<file path="src/ciu_defs.svh">
// constants of the control instruction unit: opcodes, fields, widths
// assumes a single-parcel 16-bit instruction word from the issue logic
`ifndef CIU_DEFS_SVH
`define CIU_DEFS_SVH

// instruction field positions (7-bit opcode, then i, j, k)
`define CIU_OP_MSB 15
`define CIU_OP_LSB 9
`define CIU_I_MSB 8
`define CIU_I_LSB 6
`define CIU_J_MSB 5
`define CIU_J_LSB 3
`define CIU_K_MSB 2
`define CIU_K_LSB 0

// opcodes handled here
`define CIU_OP_ERR 7'h00
`define CIU_OP_SPECIAL 7'h01
`define CIU_OP_VLEN 7'h02
`define CIU_OP_VMASK 7'h03
`define CIU_OP_NEXIT 7'h04
`define CIU_OP_BRANCH 7'h05

// i field functions of the special opcode
`define CIU_FN_CUR 3'h0
`define CIU_FN_LIM 3'h1
`define CIU_FN_CLR 3'h2
`define CIU_FN_XA 3'h3
`define CIU_FN_RTC 3'h4

// channel number range that channel functions accept
`define CIU_CHAN_MIN 2
`define CIU_CHAN_MAX 25

// flag register bit positions
`define CIU_FLAG_ERR_BIT 0
`define CIU_FLAG_NEXIT_BIT 1

// reset values
`define CIU_VL_RST 7'h00
`define CIU_VL_EFF_RST 7'h40
`define CIU_XA_RST 8'h00

`endif

</file>
<file path="src/ciu_pkg.sv">
// types of the control instruction unit
// assumes ciu_defs.svh holds every numeric constant
package ciu_pkg;
  typedef enum logic [1:0] {
    CIU_IDLE,
    CIU_DRAIN,
    CIU_EXCH
  } ciu_state_t;
endpackage : ciu_pkg

</file>
<file path="src/ciu_chan_mem.sv">
// per-channel current and limit address store with registered read
// assumes one write port and one registered read port, same clock
`timescale 1ns/1ps
`default_nettype none
module ciu_chan_mem #(
  parameter int unsigned N_CHAN = 32,
  parameter int unsigned AW = 24
) (
  // clock
  input wire logic ref_clk_i,
  // write port
  input wire logic we_i,
  input wire logic [$clog2(N_CHAN)-1:0] waddr_i,
  input wire logic [AW-1:0] wdata_i,
  // read port
  input wire logic [$clog2(N_CHAN)-1:0] raddr_i,
  output logic [AW-1:0] rdata_o
);
  logic [AW-1:0] mem [N_CHAN];
  logic [AW-1:0] rdata_q;

  if (N_CHAN < 2) begin : g_bad_nchan
    $error("ciu_chan_mem: N_CHAN too small");
  end

  // memory contents are undefined until software loads them
  always_ff @(posedge ref_clk_i) begin
    if (we_i) begin
      mem[waddr_i] <= wdata_i;
    end
    rdata_q <= mem[raddr_i];
  end

  assign rdata_o = rdata_q;
endmodule : ciu_chan_mem
`default_nettype wire

</file>
<file path="src/ciu_top.sv">
// control instruction unit: exits, channel setup, xa/rtc/vl/vm loads,
// register-indirect branch
// assumes issue logic presents one instruction per valid pulse with its
// operands already read, and reports when earlier results have arrived
//
// Notes on behaviour
// RULE_01: opcode 000 is an error condition and causes an exchange jump.
// RULE_02: exchange jump from either exit voids the instruction buffers.
// RULE_03: error exit sets error flag outside monitor mode, nothing inside.
// RULE_04: exits wait for earlier results, then exchange to package at xa.
// RULE_05: saved program address is exit address plus one.
// RULE_06: opcode 001 is a pass outside monitor mode or i of 5, 6, 7.
// RULE_07: i of 0, 1, 2 loads current, loads limit, clears channel flags.
// RULE_08: current load starts channel; address steps to limit then stops.
// RULE_09: channel functions pass if j zero or channel outside 2..25.
// RULE_10: k zero loads the value one into current or limit address.
// RULE_11: i of 3 loads exchange address from a j; j zero clears it.
// RULE_12: clock load takes scalar j; register zero clears the clock.
// RULE_13: opcode 002 loads vector length from low seven bits of a k.
// RULE_14: effective length is one plus low six bits of length minus one.
// RULE_15: opcode 002 with k zero sets vector length to one.
// RULE_16: opcode 003 copies scalar j to mask; j zero clears the mask.
// RULE_17: opcode 004 exchanges; sets normal exit flag outside monitor.
// RULE_18: low nine bits of opcode 004 are ignored request code.
// RULE_19: opcode 005 branches to parcel address held in selected b reg.
// RULE_20: i of 0 current, 1 limit, 2 flag clear, 4 clock load.
// RULE_21: parcel is 7-bit opcode then i, j, k; jk is a 6-bit field.
`timescale 1ns/1ps
`default_nettype none
`include "ciu_defs.svh"
module ciu_top
  import ciu_pkg::*;
#(
  parameter int unsigned AW = 24,
  parameter int unsigned SW = 64,
  parameter int unsigned N_CHAN = 32
) (
  // clock and reset
  input wire logic ref_clk_i,
  input wire logic rst_i,
  // issued instruction and its operands
  input wire logic instr_valid_i,
  input wire logic [15:0] instr_i,
  input wire logic [AW-1:0] instr_addr_i,
  input wire logic [AW-1:0] address_operand_j_i,
  input wire logic [AW-1:0] address_operand_k_i,
  input wire logic [SW-1:0] scalar_operand_j_i,
  input wire logic [AW-1:0] b_operand_jk_i,
  input wire logic monitor_mode_i,
  input wire logic results_done_i,
  // channel activity
  input wire logic chan_step_i,
  input wire logic [$clog2(N_CHAN)-1:0] chan_step_sel_i,
  // exchange and branch
  output logic exch_req_o,
  output logic [AW-1:0] exch_pkg_addr_o,
  output logic [AW-1:0] exch_saved_p_o,
  output logic buf_void_o,
  output logic busy_o,
  output logic branch_o,
  output logic [AW-1:0] branch_addr_o,
  // operating and supporting registers
  output logic [1:0] flag_o,
  output logic [AW-1:0] exchange_address_reg_o,
  output logic [SW-1:0] rtc_o,
  output logic [6:0] vector_length_reg_o,
  output logic [6:0] vector_length_eff_o,
  output logic [SW-1:0] vector_mask_reg_o,
  // channels
  output logic [N_CHAN-1:0] chan_active_o,
  output logic [N_CHAN-1:0] chan_flag_clear_o,
  output logic [AW-1:0] chan_current_o
);
  // all state of the unit; the channel stores keep their own read register
  typedef struct packed {
    ciu_state_t st;
    logic [AW-1:0] saved_p;
    logic exch_req;
    logic buf_void;
    logic branch;
    logic [AW-1:0] branch_addr;
    logic [1:0] flag;
    logic [AW-1:0] xa;
    logic [SW-1:0] rtc;
    logic [6:0] vl;
    logic [6:0] vl_eff;
    logic [SW-1:0] vm;
    logic [N_CHAN-1:0] active;
    logic [N_CHAN-1:0] fclr;
    logic busy;
    logic step;
    logic [$clog2(N_CHAN)-1:0] step_sel;
    logic [AW-1:0] cur_o;
  } ciu_regs_t;

  localparam int unsigned CW = $clog2(N_CHAN);

  // channel numbers up to 25 must index a channel, vl takes seven a k bits
  if (N_CHAN <= `CIU_CHAN_MAX) begin : g_bad_nchan
    $error("ciu_top: N_CHAN too small");
  end
  if (AW < 7) begin : g_bad_aw
    $error("ciu_top: AW too small");
  end

  ciu_regs_t r_q, r_d;

  ////////////////////////////////////////////////////////////////////////
  // field decode
  logic [6:0] op;
  logic [2:0] fi, fj, fk;
  logic [5:0] fjk;
  assign op = instr_i[`CIU_OP_MSB:`CIU_OP_LSB]; // RULE_21
  assign fi = instr_i[`CIU_I_MSB:`CIU_I_LSB];
  assign fj = instr_i[`CIU_J_MSB:`CIU_J_LSB];
  assign fk = instr_i[`CIU_K_MSB:`CIU_K_LSB];
  assign fjk = {fj, fk}; // RULE_21

  // channel number check on the a j operand
  logic chan_ok;
  assign chan_ok = (fj != 3'h0) &&
    (address_operand_j_i >= AW'(`CIU_CHAN_MIN)) &&
    (address_operand_j_i <= AW'(`CIU_CHAN_MAX)); // RULE_09

  logic [AW-1:0] chan_val;
  assign chan_val = (fk == 3'h0) ? AW'(1) : address_operand_k_i; // RULE_10

  logic spec_ok;
  // taken only while idle, so a stray 001 during a drain writes no store
  assign spec_ok = instr_valid_i && (op == `CIU_OP_SPECIAL) &&
    monitor_mode_i && (r_q.st == CIU_IDLE); // RULE_06

  logic cur_we, lim_we;
  assign cur_we = spec_ok && (fi == `CIU_FN_CUR) && chan_ok; // RULE_20
  assign lim_we = spec_ok && (fi == `CIU_FN_LIM) && chan_ok; // RULE_20
  logic [CW-1:0] sel;
  assign sel = address_operand_j_i[CW-1:0];

  ////////////////////////////////////////////////////////////////////////
  // channel address stores: current steps, limit is compared on read
  logic [AW-1:0] cur_rd, lim_rd, cur_wdata;
  logic step_we;
  logic [CW-1:0] cur_waddr;
  logic [AW-1:0] cur_rd_d;
  // a step reads both stores one cycle, then writes the incremented value;
  // steps closer than two cycles on one channel would read a stale word,
  // and a current load takes the single write port, so a step that
  // coincides with it is dropped
  assign step_we = r_q.step && r_q.active[r_q.step_sel] &&
    (cur_rd != lim_rd) && !cur_we;
  assign cur_waddr = cur_we ? sel : r_q.step_sel;
  assign cur_rd_d = cur_rd + AW'(1);
  assign cur_wdata = cur_we ? chan_val : cur_rd_d; // RULE_08

  ciu_chan_mem #(.N_CHAN(N_CHAN), .AW(AW)) u_cur (
    .ref_clk_i(ref_clk_i),
    .we_i(cur_we || step_we),
    .waddr_i(cur_waddr),
    .wdata_i(cur_wdata),
    .raddr_i(chan_step_sel_i),
    .rdata_o(cur_rd)
  );

  ciu_chan_mem #(.N_CHAN(N_CHAN), .AW(AW)) u_lim (
    .ref_clk_i(ref_clk_i),
    .we_i(lim_we),
    .waddr_i(sel),
    .wdata_i(chan_val),
    .raddr_i(chan_step_sel_i),
    .rdata_o(lim_rd)
  );

  ////////////////////////////////////////////////////////////////////////
  // next-state logic
  logic [6:0] vl_new;
  logic [5:0] vl_m1;
  always_comb begin
    r_d = r_q;
    vl_new = r_q.vl;
    vl_m1 = 6'h00;
    r_d.buf_void = 1'b0;
    r_d.exch_req = 1'b0;
    r_d.branch = 1'b0;
    r_d.fclr = '0;
    // step request and read-out pipeline track the registered store reads
    r_d.step = chan_step_i;
    r_d.step_sel = chan_step_sel_i;
    r_d.cur_o = cur_rd;
    // free-running real time clock, overridden by a load below
    r_d.rtc = r_q.rtc + SW'(1);
    case (r_q.st)
      CIU_IDLE: begin
        if (instr_valid_i) begin
          case (op)
            `CIU_OP_ERR, `CIU_OP_NEXIT: begin // RULE_01 RULE_17
              // low nine bits of a normal exit carry no meaning here
              r_d.saved_p = instr_addr_i + AW'(1); // RULE_05 RULE_18
              if (!monitor_mode_i) begin // RULE_03
                if (op == `CIU_OP_ERR) begin
                  r_d.flag[`CIU_FLAG_ERR_BIT] = 1'b1; // RULE_03
                end else begin
                  r_d.flag[`CIU_FLAG_NEXIT_BIT] = 1'b1; // RULE_17
                end
              end
              r_d.st = CIU_DRAIN; // RULE_04
            end
            `CIU_OP_SPECIAL: begin
              if (spec_ok) begin
                case (fi)
                  `CIU_FN_CUR: begin
                    if (chan_ok) r_d.active[sel] = 1'b1; // RULE_08
                  end
                  `CIU_FN_CLR: begin
                    if (chan_ok) r_d.fclr[sel] = 1'b1; // RULE_07
                  end
                  `CIU_FN_XA: begin
                    r_d.xa = (fj == 3'h0) ? '0 :
                      address_operand_j_i; // RULE_11
                  end
                  `CIU_FN_RTC: begin
                    r_d.rtc = (fj == 3'h0) ? '0 :
                      scalar_operand_j_i; // RULE_12
                  end
                  default: begin
                  end
                endcase
              end
            end
            `CIU_OP_VLEN: begin
              vl_new = (fk == 3'h0) ? 7'h01 :
                address_operand_k_i[6:0]; // RULE_13 RULE_15
              r_d.vl = vl_new;
            end
            `CIU_OP_VMASK: begin
              r_d.vm = (fj == 3'h0) ? '0 : scalar_operand_j_i; // RULE_16
            end
            `CIU_OP_BRANCH: begin
              r_d.branch = 1'b1; // RULE_19
              r_d.branch_addr = b_operand_jk_i;
            end
            default: begin
            end
          endcase
        end
      end
      CIU_DRAIN: begin
        // earlier issued instructions must deliver results first
        if (results_done_i) begin
          r_d.st = CIU_EXCH; // RULE_04
        end
      end
      CIU_EXCH: begin
        r_d.exch_req = 1'b1; // RULE_04
        r_d.buf_void = 1'b1; // RULE_02
        r_d.st = CIU_IDLE;
      end
      default: r_d.st = CIU_IDLE;
    endcase
    // channel stops once current meets limit
    if (r_q.step && r_q.active[r_q.step_sel] && (cur_rd == lim_rd) &&
        !(cur_we && sel == r_q.step_sel)) begin
      r_d.active[r_q.step_sel] = 1'b0; // RULE_08
    end
    // busy is registered so the port comes straight from a flop
    r_d.busy = (r_d.st != CIU_IDLE); // RULE_04
    // effective length from the stored value
    vl_m1 = 6'(r_d.vl - 7'h01);
    r_d.vl_eff = {1'b0, vl_m1} + 7'h01; // RULE_14
  end

  always_ff @(posedge ref_clk_i) begin
    if (rst_i) begin
      r_q <= '0;
      r_q.st <= CIU_IDLE;
      r_q.vl <= `CIU_VL_RST;
      r_q.vl_eff <= `CIU_VL_EFF_RST;
    end else begin
      r_q <= r_d;
    end
  end

  ////////////////////////////////////////////////////////////////////////
  // outputs straight from state
  assign exch_req_o = r_q.exch_req;
  assign exch_pkg_addr_o = r_q.xa; // RULE_04
  assign exch_saved_p_o = r_q.saved_p;
  assign buf_void_o = r_q.buf_void;
  assign busy_o = r_q.busy;
  assign branch_o = r_q.branch;
  assign branch_addr_o = r_q.branch_addr;
  assign flag_o = r_q.flag;
  assign exchange_address_reg_o = r_q.xa; // RULE_11
  assign rtc_o = r_q.rtc; // RULE_12
  assign vector_length_reg_o = r_q.vl;
  assign vector_length_eff_o = r_q.vl_eff;
  assign vector_mask_reg_o = r_q.vm;
  assign chan_active_o = r_q.active;
  assign chan_flag_clear_o = r_q.fclr;
  assign chan_current_o = r_q.cur_o;
endmodule : ciu_top
`default_nettype wire

</file>
<file path="config.mk">
export PLATFORM = sky130hd
export DESIGN_NAME = ciu_top
export DESIGN_NICKNAME = d
export VERILOG_FILES = /design/src/ciu_pkg.sv /design/src/ciu_chan_mem.sv /design/src/ciu_top.sv
export VERILOG_INCLUDE_DIRS = /design/src /design/src/src
export SDC_FILE = /design/constraint.sdc
export NUM_CORES = 2
export LEC_CHECK = 0
export BUFFER_PORTS_ARGS = -buffer_cell sky130_fd_sc_hd__buf_2
export CORE_ASPECT_RATIO = 0.5
export CORE_MARGIN = 2
export CORE_UTILIZATION = 50
export CTS_CLUSTER_SIZE = 25
export DETAILED_ROUTE_END_ITERATION = 7
export GPL_TIMING_DRIVEN = 0
export PLACE_DENSITY = 0.75
export SYNTH_ARGS = -nofsm -noshare
export SYNTH_HDL_FRONTEND = slang
export SYNTH_HIERARCHICAL = 1
export SYNTH_SLANG_ARGS = --single-unit
export TNS_END_PERCENT = 20
</file>
<file path="constraint.sdc">
create_clock -name ref_clk_i -period 4.4 [get_ports ref_clk_i]
set_input_delay 0.88 -clock ref_clk_i [delete_from_list [all_inputs] [get_ports ref_clk_i]]
set_output_delay 0.88 -clock ref_clk_i [all_outputs]
set_load 0.02 [all_outputs]
</file>
# Word level (Yosys, flattened, before mapping)
# Memories as Yosys holds them, arrays and structs flattened. A register that Yosys moved wholly into a read port is not among the register bits.
# Index checks and enable logic that the tools add are counted.
[totals] register_bits=316 out_inout_bits=332 ram_bits=1536 mem_count=2
[memory_table] name="u_cur.mem" depth=32 width=24 rd=1 rd_clocked_by_memory_dff=1 wr=1 line="ciu_chan_mem.sv:19" source="logic [AW-1:0] mem [N_CHAN];"
[memory_table] name="u_lim.mem" depth=32 width=24 rd=1 rd_clocked_by_memory_dff=1 wr=1 line="ciu_chan_mem.sv:19"
[classes] n_reduce_logical=36 n_mux=37 n_eq_ne=14 n_bitwise=11 add_sub_neg=5 magnitude_cmp=6
[op_table] operator="$mux W64" count=8
[op_table] operator="$mux W32" count=5
[op_table] operator="$mux W71" count=2
[op_table] operator="$mux W24" count=3
[op_table] operator="$add A64 B1 Y64 const B" count=1
[op_table] operator="$mux W26" count=2
[op_table] operator="$add A24 B1 Y24 const B" count=2
[op_table] operator="$and A32 B32 Y32" count=1
[op_table] operator="$not A32 Y32" count=1
[op_table] operator="$or A32 B32 Y32" count=1
[op_table] operator="$mux W25" count=1
[op_table] operator="$eq A24 B24 Y1" count=1
[op_table] operator="$ge A24 B2 Y1 const B" count=1
[op_table] operator="$le A24 B5 Y1 const B" count=1
[op_table] operator="$ne A24 B24 Y1" count=1
[op_table] operator="$logic_and A1 B1 Y1" count=17
[op_table] operator="$reduce_and A5 Y1" count=3
[op_table] operator="$eq A7 B2 Y1 const B" count=2
[op_table] operator="$eq A7 B3 Y1 const B" count=2
[op_table] operator="$mux W7" count=2
[op_table] operator="$lt A5 B6 Y1 const B" count=2
[op_table] operator="$demux W1 S5" count=2
[op_table] operator="$ge A5 B1 Y1 const B" count=2
[op_table] operator="$logic_not A3 Y1" count=3
[op_table] operator="25 further kinds" count=43

# Longest topological paths before layout
[logic_depth] depth_word=13 mapped_depth=12 depth_no_buf=10

# Hierarchy
# The synthesis kept the hierarchy.
[by_module_without_submodules] module="ciu_chan_mem (u_lim)" area_each_um2=30483.0 cells_per_inst=1711 instances=1
[by_module_without_submodules] module="ciu_chan_mem (u_cur)" area_each_um2=30480.5 cells_per_inst=1711 instances=1
[by_module_without_submodules] module="ciu_top" area_each_um2=16704.8 cells_per_inst=2014 instances=1

# Least setup slack after synthesis
# Ideal clock, no wire load.
[synth_path] kind="in2reg" start="in instr_i[9]" end="mem u_cur.mem[28][0] (enable)" path_stages=11 t_arrival_ns=3.970 t_required_ns=3.995 path_slack_ns=0.025 path_cell_list="buf_2 > nor4bb_1 > nand4b_1 > nor4_1 > buf_2 > nand2_1 > clkbuf_1 > o21ai_0 > or3b_2 > clkbuf_1 > nor2_1"
[synth_between] elab_chain_len=11 word_cells_on_any_way=12 cone_classes="1 x eq/ne; 3 x mux; 8 x reduce/logical"
[synth_lines] item="start, declared" line="ciu_top.sv:43" source="input wire logic [15:0] instr_i,"
[synth_lines] item="$eq A7 B1 Y1 (*)"
[synth_lines] item="$logic_and A1 B1 Y1 (*) (3 in series)" line="ciu_top.sv:130" source="assign spec_ok = instr_valid_i && (op == `CIU_OP_SPECIAL) &&"
[synth_lines] item="$logic_and A1 B1 Y1 (*) (2 in series)" line="ciu_top.sv:134" source="assign cur_we = spec_ok && (fi == `CIU_FN_CUR) && chan_ok;"
[synth_lines] item="$logic_not A1 Y1" line="ciu_top.sv:150" source="(cur_rd != lim_rd) && !cur_we;"
[synth_lines] item="$logic_and A1 B1 Y1" line="ciu_top.sv:150"
[synth_lines] item="$logic_or A1 B1 Y1" line="ciu_top.sv:157" source=".we_i(cur_we || step_we),"
[synth_lines] item="$mux W1" line="ciu_chan_mem.sv:28" source="if (we_i) begin"
[synth_lines] item="$mux W1 (not written as such)" line="ciu_chan_mem.sv:29" source="mem[waddr_i] <= wdata_i;"
[synth_lines] item="end, declared" line="ciu_chan_mem.sv:19"
# Every way passes the cells marked *; elsewhere a longest branch is shown, timed or not.

# Final worst setup path
[layout_path] start="in address_operand_j_i[21]" end="mem u_lim.mem[8][19] (enable)"
[layout_between] elab_chain_len=6 word_cells_on_any_way=7 cone_classes="2 x order compare; 2 x mux; 3 x reduce/logical"
[layout_lines] item="start, declared" line="ciu_top.sv:45" source="input wire logic [AW-1:0] address_operand_j_i,"
[layout_lines] item="$ge A24 B2 Y1" line="ciu_top.sv:122" source="(address_operand_j_i >= AW'(`CIU_CHAN_MIN)) &&"
[layout_lines] item="$logic_and A1 B1 Y1" line="ciu_top.sv:121" source="assign chan_ok = (fj != 3'h0) &&"
[layout_lines] item="$logic_and A1 B1 Y1 (*)" line="ciu_top.sv:121"
[layout_lines] item="$logic_and A1 B1 Y1 (*)" line="ciu_top.sv:135" source="assign lim_we = spec_ok && (fi == `CIU_FN_LIM) && chan_ok;"
[layout_lines] item="named net lim_we" line="ciu_top.sv:133" source="logic cur_we, lim_we;"
[layout_lines] item="$mux W1 (*)" line="ciu_chan_mem.sv:28"
[layout_lines] item="$mux W1 (not written as such) (*)" line="ciu_chan_mem.sv:29"
[layout_lines] item="end, declared" line="ciu_chan_mem.sv:19"
# Mark *: on every way through the listed nets, which the timed path passes. The rest lies on a longest branch.

==> run summary <==
Fin cells -> 8,511
Rows -> 102
Max IR drop VDD -> 0.342 mV
Leakage power -> 33.7 nW
Worst r2r src -> r_q[315]
DRC violation count after routing -> 0
Outcome -> finished, violations left
P_int -> 28.8 mW
Largest net degree at the start of global routing -> 36
Mean cell area of the mapped netlist -> 14.3 um^2
Cell Area, Placed -> 0.0847 mm^2
Die footprint -> 0.159 mm^2
Fin nets -> 6,468
Layout cells sized above 1 -> 24.4%
WP data arrival -> 5.04 ns
Via count -> 51,000
Asr flop ratio synth -> 0%
Core Region -> 0.155 mm^2
CTS buffer count -> 169
Yosys warns -> 6
Clk Latency, worst-skew pair -> 0.83 ns
Mapped cell area -> 0.0777 mm^2
Worst Path Required -> 4.81 ns
IO Port Bufs -> 517
Setup Viol. Count Final -> 339
Initial DRC count -> 7,199
Final instance area -> 0.0913 mm^2
WL final -> 235,000 um
Fin crit period -> 4.63 ns
Most instantiated library cell after synthesis -> edfxtp_1
Area contributors post-synth -> edfxtp_1, mux2i_1, dfxtp_1
Unrepaired setup endpoints after global routing -> true
Flop pwr share -> 53.1%
Final Max Tran Viols -> 0
IO Pins -> 519
Switch Pwr -> 8.51 mW
Sequential element share of the synthesized area -> 68.7%
Gate count after technology mapping -> 5,436
EDFF count, synth -> 1,536
Initial antenna violation count -> 35
Slowest-stage cell, CP -> nor2_4
Total track usage -> 28.6%
Clock tree buffer depth -> 4
Share of Yosys cell area claimed by the top area cell type -> 59.4%
Synth-to-layout area growth -> 17.6%
MaxCap Viol Count -> 0
H-tree Lvls -> 4
Routability congestion estimate -> 1.06
Synth Register Bits -> 1,898
Drt pass-1 iters -> 6
Count of hold buffers inserted by post-cts repair -> 0
Tot Pwr -> 37.3 mW
Clock transition at path regs -> 0.06 ns
Largest fanout on the critical path -> 24
Fmax -> 0.216 GHz
Critical path capture point type -> register
Critical-path cell list -> buf_2 > nor4_1 > nand4_1 > nor4_2 > buf_4 > buf_4 > and3b_1 > or3b_2 > buf_1 > nor2_4
Logic pwr share -> 7.2%
Synth Flop Type -> edfxtp_1
Hold Crit Start -> chan_step_i
Die Width -> 561 um
Wire length per cell -> 27.7 um
Hold Vio Cnt, Final -> 0
Vias in the first global route -> 47,100
Filler cell count -> 11,500
Most used cell, CP -> buf_4
CP Launch Point -> address_operand_j_i[21]
Power per cell area -> 409 mW/mm^2
Slew HR -> 7.49%
Clk_skew -> 0.0664 ns
Drt via density -> 6.00
Failing checks -> negative setup slack
Placed cells -> 8,104
Post-DP HPWL -> 160,000 um
Setup WS post-layout -> -0.227 ns
Sw Share -> 22.8%
Clock power share -> 39.8%
Yosys top cell by area -> edfxtp_1
CP peak stage delay -> 0.88 ns
Clock Sinks -> 1,898
Fin crit share -> 105%
Crit path kind -> in2reg
DRT antenna net count -> 0
Hold Path Class -> in2reg
Worst-margin pin slew -> 1.39 ns
CTS tree -> built
Synth unique cells -> 64
Startpoint Class -> primary input
Die H -> 283 um
Clock root cell -> clkbuf_16
First-pass GRT wire length -> 327,000 um
Total gr overflow -> 0
Final setup TNS -> -27.90 ns
Synth cell count leaders -> edfxtp_1, mux2i_1, dfxtp_1
Initial core utilization -> 50.3%
[worst paths after layout]
| kind | endpoint | slack (ns) | depth (start not counted) |
|---|---|---|---|
| min | r_q[29] | 0.31 | 2 |
| min reg2reg | vector_mask_reg_o[32] | 0.46 | 2 |
| max reg2reg | u_lim/mem[8][19] | -0.16 | 10 |
| max | u_lim/mem[8][19] | -0.23 | 10 |
[metrics by stage]
stage | utilization [%] | setup WS, ns | hold slack (ns)
6_report | 59.1 | -0.227 | 0.315
5_1_grt | 59.1 | -0.184 | 0.308
4_1_cts | 58.8 | -0.0679 | 0.288
3_5_place_dp | 54.8 | -1.86 | 0.447
3_3_place_gp | 53.6 | -2.66 | 0.442
2_1_floorplan | - | 0.0254 | 0.432
[state kept, by name, summed over array words and instances (netlist names)]
signal and flops:
exch_req_o 1, u_cur/mem 768, branch_addr_o 24, flag_o 2, branch_o 1, busy_o 1
r_q 8, rtc_o 64, chan_active_o 32, u_lim/rdata_o 24, u_cur/rdata_o 24, u_lim/mem 768
chan_current_o 24, vector_length_eff_o 7, vector_mask_reg_o 64, vector_length_reg_o 6, exch_pkg_addr_o 24, chan_flag_clear_o 32
exch_saved_p_o 24
[area by class of cell]
cell class                 count  area (um^2)  share of cell area [%]
tap                         2080         2600                    2.85
antenna                       32         80.1                  0.0877
clock inverter                68          659                   0.722
clock buffer                 225         4770                    5.22
inverter                      15         56.3                  0.0616
sequential                  1898        53400                    58.4
buffer                       656         4260                    4.66
timing repair buffer         651         4760                    5.21
multi-input combinational   2886        20800                    22.8
[logic make-up after synthesis]
family | after synthesis | synth area share (%)
muxes | 786 | 10.3
other | 1 | 0.00483
buffers and inverters | 672 | 5.55
adders and majority gates | 4 | 0.0644
AOI/OAI and AO/OA | 796 | 6.57
DFF | 1898 | 68.7
and+or+nand+nor | 1143 | 7.27
xor gates and xnor gates | 136 | 1.53
[power by group through the flow]
stage	Combinational, mW	Sequential [mW]	Clock [mW]
after floorplan	1.33	20.2	0
after global routing	2.76	19.8	15.7
final	2.68	19.8	14.8
after CTS	2.60	19.8	14.9
after global placement	2.36	20.3	0
after detailed placement	2.58	20.2	0
[routing by layer]
layer / GRT usage [%] / share of wire (%) / vias up
met1: 38.9 / 38 / 25200
met3: 9.27 / 13 / 597
li1: - / - / 21800
met2: 42.3 / 43 / 3402
met5: 2.68 / 0.30 / -
met4: 11.7 / 4.6 / 26
[cells in the final DEF (no fill, tap or decap), types with 17 or more instances in the layout]
cell type,synthesis,final
clkbuf_1,155,182
buf_2,74,590
clkbuf_16,0,177
xnor2_1,63,63
nand2_1,361,358
buf_4,360,405
buf_16,0,25
or2_2,20,20
mux2i_1,772,772
edfxtp_1,1536,1536
a211oi_1,79,79
and3_1,28,28
diode_2,0,32
nand3_1,278,277
nor2_1,162,98
a21oi_1,360,357
clkinv_2,0,27
buf_8,0,30
a22o_1,96,96
nor2b_1,39,39
nor2_2,0,23
xor2_1,73,73
nand4_1,46,46
nor3_1,62,62
dfxtp_1,362,362
a31oi_1,49,49
buf_12,0,35
a41oi_1,22,22
clkinv_1,0,17
nor2_4,0,54
buf_1,21,22
buf_6,45,45
a22oi_1,148,148
and2_2,0,18
[timing repair]
| item | CTS | global route |
|---|---|---|
| endpoints found under the setup margin | 1536 | 1163 |
| endpoints found under the hold margin | 0 | 0 |
| setup buffers | 44 | 26 |
| pin swaps | 31 | 16 |
| resized for setup | 33 | 19 |
| gates cloned | 13 | 0 |
[critical path, delay by kind of cell]
| family | cells | cell delay (ns) |
|---|---|---|
| buffers and inverters | 4 | 1.16 |
| and+or+nand+nor | 6 | 2.96 |
No activity file was read; power rests on OpenSTA's default activity.
